### src/include/lpirq_consts.svh
// register offsets, field positions, reset values and times in nanoseconds
`ifndef LPIRQ_CONSTS_SVH
`define LPIRQ_CONSTS_SVH

// register indexes; byte address is four times the index
`define LPIRQ_IDX_ENABLE 8'hC6
`define LPIRQ_IDX_STATUS 8'hC7
`define LPIRQ_IDX_CHECK 8'hC8
`define LPIRQ_IDX_OPTION 8'hCA
`define LPIRQ_IDX_BLUE 8'hCE
`define LPIRQ_IDX_REMOTE 8'hD0

`define LPIRQ_RST_ENABLE 8'h00
`define LPIRQ_RST_BLUE 8'hFF

// field positions
`define LPIRQ_B_GLOBAL 0
`define LPIRQ_B_CHK_OK 7
`define LPIRQ_B_CHK_FIN 6
`define LPIRQ_B_CHK_GO 2
`define LPIRQ_B_RM_RESET 7
`define LPIRQ_B_RM_SHORT 6
`define LPIRQ_B_RM_OFF 5
`define LPIRQ_B_RM_FAST 4
`define LPIRQ_B_RM_ACKED 1
`define LPIRQ_B_RM_DONE 0

// timing
`define LPIRQ_CLK_NS 10
`define LPIRQ_IDLE_LONG_NS 1000000000
`define LPIRQ_IDLE_SHORT_NS 50000

// key store walked by the check
`define LPIRQ_KEY_LAST 6'h27

`endif

### src/include/lpirq_pkg.sv
// types shared by the protection register bank
package lpirq_pkg;
	typedef enum logic [1:0] {
		CHK_IDLE = 2'b00,
		CHK_READ = 2'b01,
		CHK_FEED = 2'b10,
		CHK_WAIT = 2'b11
	} lpirq_chk_t;
endpackage: lpirq_pkg

### src/verilog/lpirq_regs.sv
// interrupt, key-store check, blue fill and remote access register bank
//
// The Wishbone slave port is this design's own decision.
`timescale 1ns/100ps
`include "lpirq_consts.svh"
module lpirq_regs #(
	parameter int unsigned IDLE_LONG_CYC = `LPIRQ_IDLE_LONG_NS / `LPIRQ_CLK_NS,
	parameter int unsigned IDLE_SHORT_CYC = `LPIRQ_IDLE_SHORT_NS / `LPIRQ_CLK_NS
) (
	input wire logic REF_CLK, // core clock
	input wire logic RESET, // synchronous reset
	input wire logic CLK_EN, // freezes all state while low
	input wire logic [9:0] WB_ADR_I, // byte address
	input wire logic [31:0] WB_DAT_I, // write data
	output logic [31:0] WB_DAT_O, // read data
	input wire logic [3:0] WB_SEL_I, // byte enables
	input wire logic WB_WE_I, // write
	input wire logic WB_CYC_I, // cycle
	input wire logic WB_STB_I, // strobe
	output logic WB_ACK_O, // acknowledge
	output logic INT_OUT, // interrupt to controller
	input wire logic HANDSHAKE_PASS, // pulse
	input wire logic HANDSHAKE_FAIL, // pulse
	input wire logic SINK_KEY_READY, // pulse
	input wire logic KEY_LIST_READY, // pulse
	input wire logic DOWNSTREAM_REQUEST_N, // level, low requests
	input wire logic SINK_FOUND, // level
	input wire logic SINK_LOCKED, // level
	input wire logic REMOTE_START, // pulse, access begins
	input wire logic REMOTE_DONE, // pulse, access ends
	input wire logic REMOTE_TARGET_ACKED, // with done
	input wire logic REMOTE_BUS_ACTIVE, // signalling seen
	output logic REMOTE_MASTER_RESET, // pulse
	output logic REMOTE_FAST_MODE, // level
	output logic REMOTE_IDLE_TIMEOUT, // bus deemed free
	output logic [5:0] KEY_ADDR, // key store address
	input wire logic [31:0] KEY_DATA, // one cycle after address
	output logic HASH_START, // pulse
	output logic [31:0] HASH_WORD, // word to hash
	output logic HASH_WORD_VALID, // pulse
	input wire logic HASH_DONE, // pulse with digest
	input wire logic [159:0] HASH_DIGEST, // computed digest
	input wire logic [159:0] STORED_DIGEST, // digest held in store
	input wire logic BLUE_SUBSTITUTE, // blue screen active
	input wire logic [7:0] VIDEO_BLUE, // normal blue channel
	output logic [7:0] BLUE_OUT // blue channel out
);

	// ************************************************
	// bus decode
	// ************************************************
	logic ack;
	logic [31:0] dat_o;
	logic [7:0] enable;
	logic [7:1] status;
	logic chk_ok;
	logic chk_fin;
	logic chk_go;
	logic [2:0] chk_spare;
	logic needs_lock;
	logic [7:0] blue;
	logic rm_short;
	logic rm_off;
	logic rm_fast;
	logic rm_acked;
	logic rm_done;
	logic rm_reset;
	logic found_q;
	logic req_n_q;
	logic [31:0] idle_cnt;
	lpirq_pkg::lpirq_chk_t chk_state;

	wire req = WB_CYC_I & WB_STB_I & ~ack;
	wire [7:0] idx = WB_ADR_I[9:2];
	wire wr = req & WB_WE_I & WB_SEL_I[0];
	wire rd = req & ~WB_WE_I;
	wire [7:0] wd = WB_DAT_I[7:0];
	wire wr_enable = wr & (idx == `LPIRQ_IDX_ENABLE);
	wire wr_status = wr & (idx == `LPIRQ_IDX_STATUS);
	wire wr_check = wr & (idx == `LPIRQ_IDX_CHECK);
	wire wr_option = wr & (idx == `LPIRQ_IDX_OPTION);
	wire wr_blue = wr & (idx == `LPIRQ_IDX_BLUE);
	wire wr_remote = wr & (idx == `LPIRQ_IDX_REMOTE);
	wire rd_remote = rd & (idx == `LPIRQ_IDX_REMOTE);

	// ************************************************
	// interrupt events
	// ************************************************
	wire found_cond = SINK_FOUND & (~needs_lock | SINK_LOCKED);
	wire [7:1] ev;
	assign ev[7] = REMOTE_DONE;
	assign ev[6] = found_cond & ~found_q;
	assign ev[5] = req_n_q & ~DOWNSTREAM_REQUEST_N;
	assign ev[4] = KEY_LIST_READY;
	assign ev[3] = SINK_KEY_READY;
	assign ev[2] = HANDSHAKE_FAIL;
	assign ev[1] = HANDSHAKE_PASS;
	wire [7:1] st_clr = wr_status ? wd[7:1] : 7'h00;
	// set wins so an event in the clearing cycle survives
	wire [7:1] next_status = (status & ~st_clr) | ev;
	wire global_int = |(status & enable[7:1]);
	assign INT_OUT = enable[`LPIRQ_B_GLOBAL] & global_int;

	always_ff @(posedge REF_CLK) begin
		if (RESET) begin
			status <= 7'h00;
			found_q <= 1'b0;
			req_n_q <= 1'b1;
		end else if (CLK_EN) begin
			status <= next_status;
			found_q <= found_cond;
			req_n_q <= DOWNSTREAM_REQUEST_N;
		end
	end

	// ************************************************
	// software written registers
	// ************************************************
	always_ff @(posedge REF_CLK) begin
		if (RESET) begin
			enable <= `LPIRQ_RST_ENABLE;
			blue <= `LPIRQ_RST_BLUE;
			needs_lock <= 1'b0;
			chk_spare <= 3'h0;
		end else if (CLK_EN) begin
			if (wr_enable)
				enable <= wd;
			if (wr_blue)
				blue <= wd;
			if (wr_option)
				needs_lock <= wd[0];
			if (wr_check)
				chk_spare <= {wd[5], wd[1:0]};
		end
	end

	always_ff @(posedge REF_CLK) begin
		if (RESET) begin
			rm_short <= 1'b0;
			rm_off <= 1'b0;
			rm_fast <= 1'b0;
			rm_reset <= 1'b0;
		end else if (CLK_EN) begin
			rm_reset <= wr_remote & wd[`LPIRQ_B_RM_RESET];
			if (wr_remote) begin
				rm_short <= wd[`LPIRQ_B_RM_SHORT];
				rm_off <= wd[`LPIRQ_B_RM_OFF];
				rm_fast <= wd[`LPIRQ_B_RM_FAST];
			end
		end
	end

	assign REMOTE_MASTER_RESET = rm_reset;
	assign REMOTE_FAST_MODE = rm_fast;

	// ************************************************
	// remote access status
	// ************************************************
	// a done in the same cycle as the read keeps the flag
	wire next_rm_done = REMOTE_DONE | (rm_done & ~rd_remote & ~REMOTE_START);

	always_ff @(posedge REF_CLK) begin
		if (RESET) begin
			rm_done <= 1'b0;
			rm_acked <= 1'b0;
		end else if (CLK_EN) begin
			rm_done <= next_rm_done;
			if (REMOTE_DONE)
				rm_acked <= REMOTE_TARGET_ACKED;
			else if (REMOTE_START)
				rm_acked <= 1'b0;
		end
	end

	// ************************************************
	// remote bus idle timer
	// ************************************************
	wire [31:0] idle_limit = rm_short ? IDLE_SHORT_CYC : IDLE_LONG_CYC;
	// counter saturates just past the limit so it never wraps
	wire idle_over = idle_cnt > idle_limit;

	always_ff @(posedge REF_CLK) begin
		if (RESET)
			idle_cnt <= 32'h0000_0000;
		else if (CLK_EN) begin
			if (REMOTE_BUS_ACTIVE | rm_reset)
				idle_cnt <= 32'h0000_0000;
			else if (!idle_over)
				idle_cnt <= idle_cnt + 32'h0000_0001;
		end
	end

	assign REMOTE_IDLE_TIMEOUT = ~rm_off & idle_over;

	// ************************************************
	// key store check
	// ************************************************
	wire chk_start = wr_check & wd[`LPIRQ_B_CHK_GO] & (chk_state == lpirq_pkg::CHK_IDLE);
	wire digest_match = HASH_DIGEST == STORED_DIGEST;

	always_ff @(posedge REF_CLK) begin
		if (RESET) begin
			chk_state <= lpirq_pkg::CHK_IDLE;
			chk_go <= 1'b0;
			chk_fin <= 1'b0;
			chk_ok <= 1'b0;
			KEY_ADDR <= 6'h00;
			HASH_START <= 1'b0;
			HASH_WORD <= 32'h0000_0000;
			HASH_WORD_VALID <= 1'b0;
		end else if (CLK_EN) begin
			HASH_START <= chk_start;
			HASH_WORD_VALID <= chk_state == lpirq_pkg::CHK_FEED;
			case (chk_state)
				lpirq_pkg::CHK_IDLE: begin
					if (chk_start) begin
						chk_go <= 1'b1;
						chk_fin <= 1'b0;
						chk_ok <= 1'b0;
						KEY_ADDR <= 6'h00;
						chk_state <= lpirq_pkg::CHK_READ;
					end
				end
				lpirq_pkg::CHK_READ: begin
					chk_state <= lpirq_pkg::CHK_FEED;
				end
				lpirq_pkg::CHK_FEED: begin
					HASH_WORD <= KEY_DATA;
					if (KEY_ADDR == `LPIRQ_KEY_LAST)
						chk_state <= lpirq_pkg::CHK_WAIT;
					else begin
						KEY_ADDR <= KEY_ADDR + 6'h01;
						chk_state <= lpirq_pkg::CHK_READ;
					end
				end
				lpirq_pkg::CHK_WAIT: begin
					if (HASH_DONE) begin
						chk_ok <= digest_match;
						chk_fin <= 1'b1;
						chk_go <= 1'b0;
						chk_state <= lpirq_pkg::CHK_IDLE;
					end
				end
				default: begin
					chk_state <= lpirq_pkg::CHK_IDLE;
				end
			endcase
		end
	end

	// ************************************************
	// blue fill
	// ************************************************
	always_ff @(posedge REF_CLK) begin
		if (RESET)
			BLUE_OUT <= 8'h00;
		else if (CLK_EN)
			BLUE_OUT <= BLUE_SUBSTITUTE ? blue : VIDEO_BLUE;
	end

	// ************************************************
	// read mux and acknowledge
	// ************************************************
	wire [7:0] rd_status_v = {status, global_int};
	wire [7:0] rd_check_v = {chk_ok, chk_fin, chk_spare[2], 2'b00, chk_go, chk_spare[1:0]};
	wire [7:0] rd_remote_v = {1'b0, rm_short, rm_off, rm_fast, 2'b00, rm_acked, rm_done};
	wire [7:0] rd_option_v = {7'h00, needs_lock};
	wire [7:0] rd_byte =
		(idx == `LPIRQ_IDX_ENABLE) ? enable :
		(idx == `LPIRQ_IDX_STATUS) ? rd_status_v :
		(idx == `LPIRQ_IDX_CHECK) ? rd_check_v :
		(idx == `LPIRQ_IDX_OPTION) ? rd_option_v :
		(idx == `LPIRQ_IDX_BLUE) ? blue :
		(idx == `LPIRQ_IDX_REMOTE) ? rd_remote_v : 8'h00;

	// unmapped reads answer zero, unmapped writes are dropped
	always_ff @(posedge REF_CLK) begin
		if (RESET) begin
			ack <= 1'b0;
			dat_o <= 32'h0000_0000;
		end else if (CLK_EN) begin
			ack <= req;
			if (rd)
				dat_o <= {24'h00_0000, rd_byte};
		end
	end

	assign WB_ACK_O = ack;
	assign WB_DAT_O = dat_o;
endmodule: lpirq_regs

### config.mk
export PLATFORM = sky130hd
export DESIGN_NAME = lpirq_regs
export DESIGN_NICKNAME = d
export VERILOG_FILES = /design/src/include/lpirq_pkg.sv /design/src/verilog/lpirq_regs.sv
export VERILOG_INCLUDE_DIRS = /design/src /design/src/include
export SDC_FILE = /design/constraint.sdc
export NUM_CORES = 1
export LEC_CHECK = 0
export BUFFER_PORTS_ARGS = -buffer_cell sky130_fd_sc_hd__buf_2
export CELL_PAD_IN_SITES_DETAIL_PLACEMENT = 1
export CELL_PAD_IN_SITES_GLOBAL_PLACEMENT = 1
export CORE_AREA = 8 8 191 193
export CTS_BUF_LIST = sky130_fd_sc_hd__clkbuf_2 sky130_fd_sc_hd__clkbuf_4 sky130_fd_sc_hd__clkbuf_8
export DETAILED_ROUTE_END_ITERATION = 10
export DIE_AREA = 0 0 199 201
export PLACE_DENSITY = 0.72
export RECOVER_POWER = 100
export SLEW_MARGIN = 10
export SYNTH_ARGS = -nofsm -noshare
export SYNTH_HDL_FRONTEND = slang
export SYNTH_SLANG_ARGS = --single-unit
### constraint.sdc
create_clock -name REF_CLK -period 6.4 [get_ports REF_CLK]
set_clock_uncertainty 0.1 [all_clocks]
set_input_delay 0 -clock REF_CLK [delete_from_list [all_inputs] [get_ports REF_CLK]]
set_output_delay 0 -clock REF_CLK [all_outputs]
set_load 0.01 [all_outputs]
-- Word level (Yosys, flattened, before mapping)
Cells that the tools add are included.
- $add $sub $neg: 2
- multiply operators: 0
- div/mod/pow operators: 0
- magnitude comparators: 1
- eq/ne operators: 15
- shift operators: 0
- multiplexer cells: 28
- bitwise logic cells: 37
- reduce and logical (&&, ||, !) cells: 17
- operators by type and width (cell ; count):
    == test 160 bit ; 1
    2-to-1 mux 32 bit ; 2
    == test 8 bit, second input constant ; 6
    2-to-1 mux 8 bit ; 6
    adder 32 x 1 -> 32 bit, second input constant ; 1
    greater-than comparator 32 x 27 -> 1 bit ; 1
    2-to-1 mux 27 bit ; 1
    AND 1 bit ; 22
    AND reduction 2 bit ; 9
    AND 7 bit ; 2
    2-to-1 mux 7 bit ; 2
    2-to-1 mux 6 bit ; 2
    one-hot mux 6 bit (2 select lines) ; 1
    NOT 1 bit ; 8
    one-hot mux 2 bit (4 select lines) ; 1
    AND reduction 4 bit ; 2
    2-to-1 mux 1 bit ; 7
    NOT 7 bit ; 1
    OR 7 bit ; 1
    OR reduction 7 bit ; 1
    adder 6 x 1 -> 6 bit, second input constant ; 1
    == test 6 bit, second input constant ; 1
    2-to-1 mux 2 bit ; 3
    inequality test 2 bit, second input constant ; 3
    other kinds (8) ; 15
- flip-flop bits (word level): 129
- bits in latches: 0
- bits in writable memories: 0
- memory bits (read-only): 0
- input port bits: 425
- output and inout port bits: 85
- memories: 0

-- Longest topological paths before layout
- depth in word-level cells: 9
- mapped depth: 10

-- Least setup slack after synthesis
Ideal clock, no wire load.
- path kind: register to register
- start point: register rm_short
- end point: register idle_cnt[23]
- library setup time: 0.071 ns
- data arrival time: 2.814 ns
- required time: 6.229 ns
- slack: 3.415 ns
- cell stages (with the launch flop): 9
- buffers on the path: 0
- clock period less this slack: 2.985 ns
- cells stage by stage: dfxtp_1 > ha_1 > or4b_1 > a21o_1 > a221o_1 > a211o_1 > a2111o_1 > or3_1 > a21oi_1
- longest elaborated chain between the ends: 4
- RTL lines (item ; line ; text):
    from (decl) ; lpirq_regs.sv:62 ; logic rm_short;
    from (signal assigned) ; lpirq_regs.sv:146 ; rm_short <= wd[`LPIRQ_B_RM_SHORT];
    2-to-1 mux 27 bit ; lpirq_regs.sv:178 ; wire [31:0] idle_limit = rm_short ? IDLE_SHORT_CYC : IDLE_LONG_CYC;
    greater-than comparator 32 x 27 -> 1 bit ; lpirq_regs.sv:180 ; wire idle_over = idle_cnt > idle_limit;
    inequality test 2 x 1 -> 1 bit (no source line) ; n/a ;
    AND reduction 2 bit (no source line) ; n/a ;
    to (signal assigned) ; lpirq_regs.sv:189 ; idle_cnt <= idle_cnt + 32'h0000_0001;
    to (decl) ; lpirq_regs.sv:70 ; logic [31:0] idle_cnt;
Every way passes these cells.
A chain may end at the register's enable or synchronous reset.

-- Worst setup path after layout
- start point: register rm_short
- end point: register idle_cnt[8]
The elaborated chain is that of the path after synthesis.

==> results.cfg <==
[outcome]
status = complete, but fails checks
violations = capacitance limit, slew limit

[sta]
setup_viol = 0
finalSetupTns_ns = 0
hold_violations = 0
tightestPinTransition_ns = 1.72
rsz0062_at_grt = false
period_share_pct = 58.4
relSlewSlack_pct = -14.5
fin_crit_ns = 3.74
max_freq_mhz = 268
finalMaxSlewViolations = 33

[synthesis]
yosys.cell_types.count = 57
yosys_warnings = 0
syn_inst = 971
synth-edff-count = 0
synth_seq_cells = 129
synth_area_mm2 = 0.00786
ys.flop_type = dfxtp_1
seq_area_frac_synth_pct = 32.9
avgSynthCellArea_um2 = 8.09
async_flop_share_pct = 0

[clock_network]
clock_path_buffers = 2
insertion_delay_ns = 0.47
numCtsBuffers = 17
clock_sinks = 129
clk_pin_slew_ns = 0.09
ctsHoldBuffers = 84
root_buffer = clkbuf_8
tritoncts = yes
cts_setup_buffers = 0
cts_resized = 0
ctsHtreeMaxLevel = 4

[min_path]
hold_end = status[1]$_SDFFE_PP0P_
hold_path.class = primary input to register
worstHoldStart = CLK_EN
whs_path_depth = 4

[die]
die_h_um = 201
core_mm2 = 0.0333
start_util_pct = 23.6
die_x_um = 199
rows = 67
dieArea_mm2 = 0.0400
ioPinCount = 510

[drt]
dr.pass1.iters = 4
totalWireLength_mm = 43.3
vias = 9407
antenna_left = 0
initialDrtViolationCount = 475
viasPerCell = 4.78
drc = 0
wire_per_inst_um = 22.0

[final_layout]
syn_to_final_growth_pct = 48.6
mostFrequentLayoutCells = buf_2 (393), nand2_1 (135), dfxtp_1 (129)
layout-drive-gt1-share_pct = 28.7
fin_area_mm2 = 0.0117
nets = 1941
final_common_cell = buf_2

[global_routing]
overflow = 0
grt_pass1_vias = 10200
grt_usage_pct = 20.9
grt_max_degree = 88
antenna_found_initial = 35
grt_pass1_wl_mm = 63.1

[pwr]
intPower_mw = 1.39
power.share.combinational_pct = 20.6
pwr-share-seq_pct = 41.8
p_per_area_mw_per_mm2 = 172
p_sw_uw = 625
irDropWorstVdd_v = 0.000126
p_sw_share_pct = 31.1
leakagePower_nw = 4.92
power_mw = 2.01
clockPowerShare_pct = 37.6

[setup_path]
worst-path-max-fanout = 15
timing.rr.start = rm_short$_SDFFE_PP0P_
slowest_stage = dfxtp_1
worstPathArrival_ns = 4.04
crit_path_start = rm_short$_SDFFE_PP0P_
critical_path.startpoint_type = register
reg2reg_slack_ns = 2.66
r2r-end = idle_cnt[8]$_SDFFE_PP0P_
required_ns = 6.70
worstSetupPathType = register to register
reg2reg_depth = 8
end_kind = register
crit_chain = ha_1 > or4b_1 > a21o_1 > a221o_1 > a211o_1 > and2_0 > or4_1 > nand2_1
cpPeakStageDelay_ns = 0.79

[place]
hpwl_mm = 34.9
gp_congestion = 0.883
placed_area_mm2 = 0.0105
portBuffers = 456

[job]
max-cap-violations = 1
==> how the worst max path moves through the flow <==
| stage | end | slack [ns] |
|---|---|---|
| global placement | idle_cnt[25]$_SDFFE_PP0P_ | 2.81 |
| CTS | idle_cnt[23]$_SDFFE_PP0P_ | 2.71 |
| finish | idle_cnt[8]$_SDFFE_PP0P_ | 2.66 |
| floorplan | idle_cnt[23]$_SDFFE_PP0P_ | 3.42 |
| global route | idle_cnt[4]$_SDFFE_PP0P_ | 2.42 |
| detailed placement | idle_cnt[25]$_SDFFE_PP0P_ | 2.75 |
==> synthesized netlist by cell type, types with 26 or more instances <==
library cell	n	area share (%)
nand2_1	135	6.5
dfxtp_1	129	33
xor2_1	125	14
a21oi_1	81	5.2
nor2_1	61	2.9
xnor2_1	47	5.2
nor4_1	36	2.9
clkbuf_1	33	1.6
nand3_1	33	2.1
o21ai_0	31	2.0
mux2i_1	26	3.3
==> power groups by stage <==
stage	Sequential [mW]	Combinational (mW)	Clock (mW)
floorplan	0.858	0.169	0
global placement	0.857	0.362	0
detailed placement	0.858	0.370	0
CTS	0.839	0.412	0.779
global route	0.843	0.449	0.814
finish	0.840	0.414	0.757
==> sequential cells by signal, indices dropped and copies added, names as in the netlist, 2 cells and up <==
| signal | count |
|---|---|
| KEY_ADDR | 6 |
| BLUE_OUT | 8 |
| HASH_WORD | 32 |
| status | 7 |
| enable | 8 |
| WB_DAT_O | 8 |
| blue | 8 |
| chk_state | 2 |
| idle_cnt | 32 |
| chk_spare | 3 |
==> final cells by class <==
type	count	area (µm²)
clock buffer	17	234
fill	4204	21600
inverter	24	90.1
multi-input combinational	780	4920
timing repair buffer	546	3080
antenna	11	27.5
clock inverter	15	176
sequential	129	2580
tap	448	561
==> worst max-delay path: cells and delay by family (launching register included) <==
family          cells  cell delay [ns]
simple gates        4             1.51
flops               1             0.79
compound gates      3             1.01
fa+ha+maj           1             0.25
==> kinds of logic (layout without fill, tap and decap cells) <==
kind of cell	Yosys count	after routing	share of synthesized area [%]
and+or+nand+nor	361	361	22.2
AOI/OAI and AO/OA	179	179	14.3
DFF	129	129	32.9
xor gates and xnor gates	172	172	19.2
other	1	35	0.0477
muxes	26	26	3.31
buffers and inverters	85	602	5.24
adders and majority gates	18	18	2.87
==> per-stage QoR <==
step           std cells  hold slack [ns]  utilization, %  setup slack, ns
2_1_floorplan        994           0.0284               -             3.42
3_3_place_gp        1843            0.140            31.6             2.81
3_5_place_dp        1843            0.150            31.6             2.75
4_1_cts             1959           0.0162            35.3             2.71
5_1_grt             1969           0.0448            35.1             2.42
6_report            1970           0.0456            35.1             2.66
==> layer usage <==
layer  vias up  track usage [%]  routed length, µm
met5         -                0                184
met4        28             5.45               1020
met3       103             8.55               4040
met2       391             35.6              20800
met1      4448             23.9              17300
li1       4437                -                  -
(Power assumes the default switching activity.)
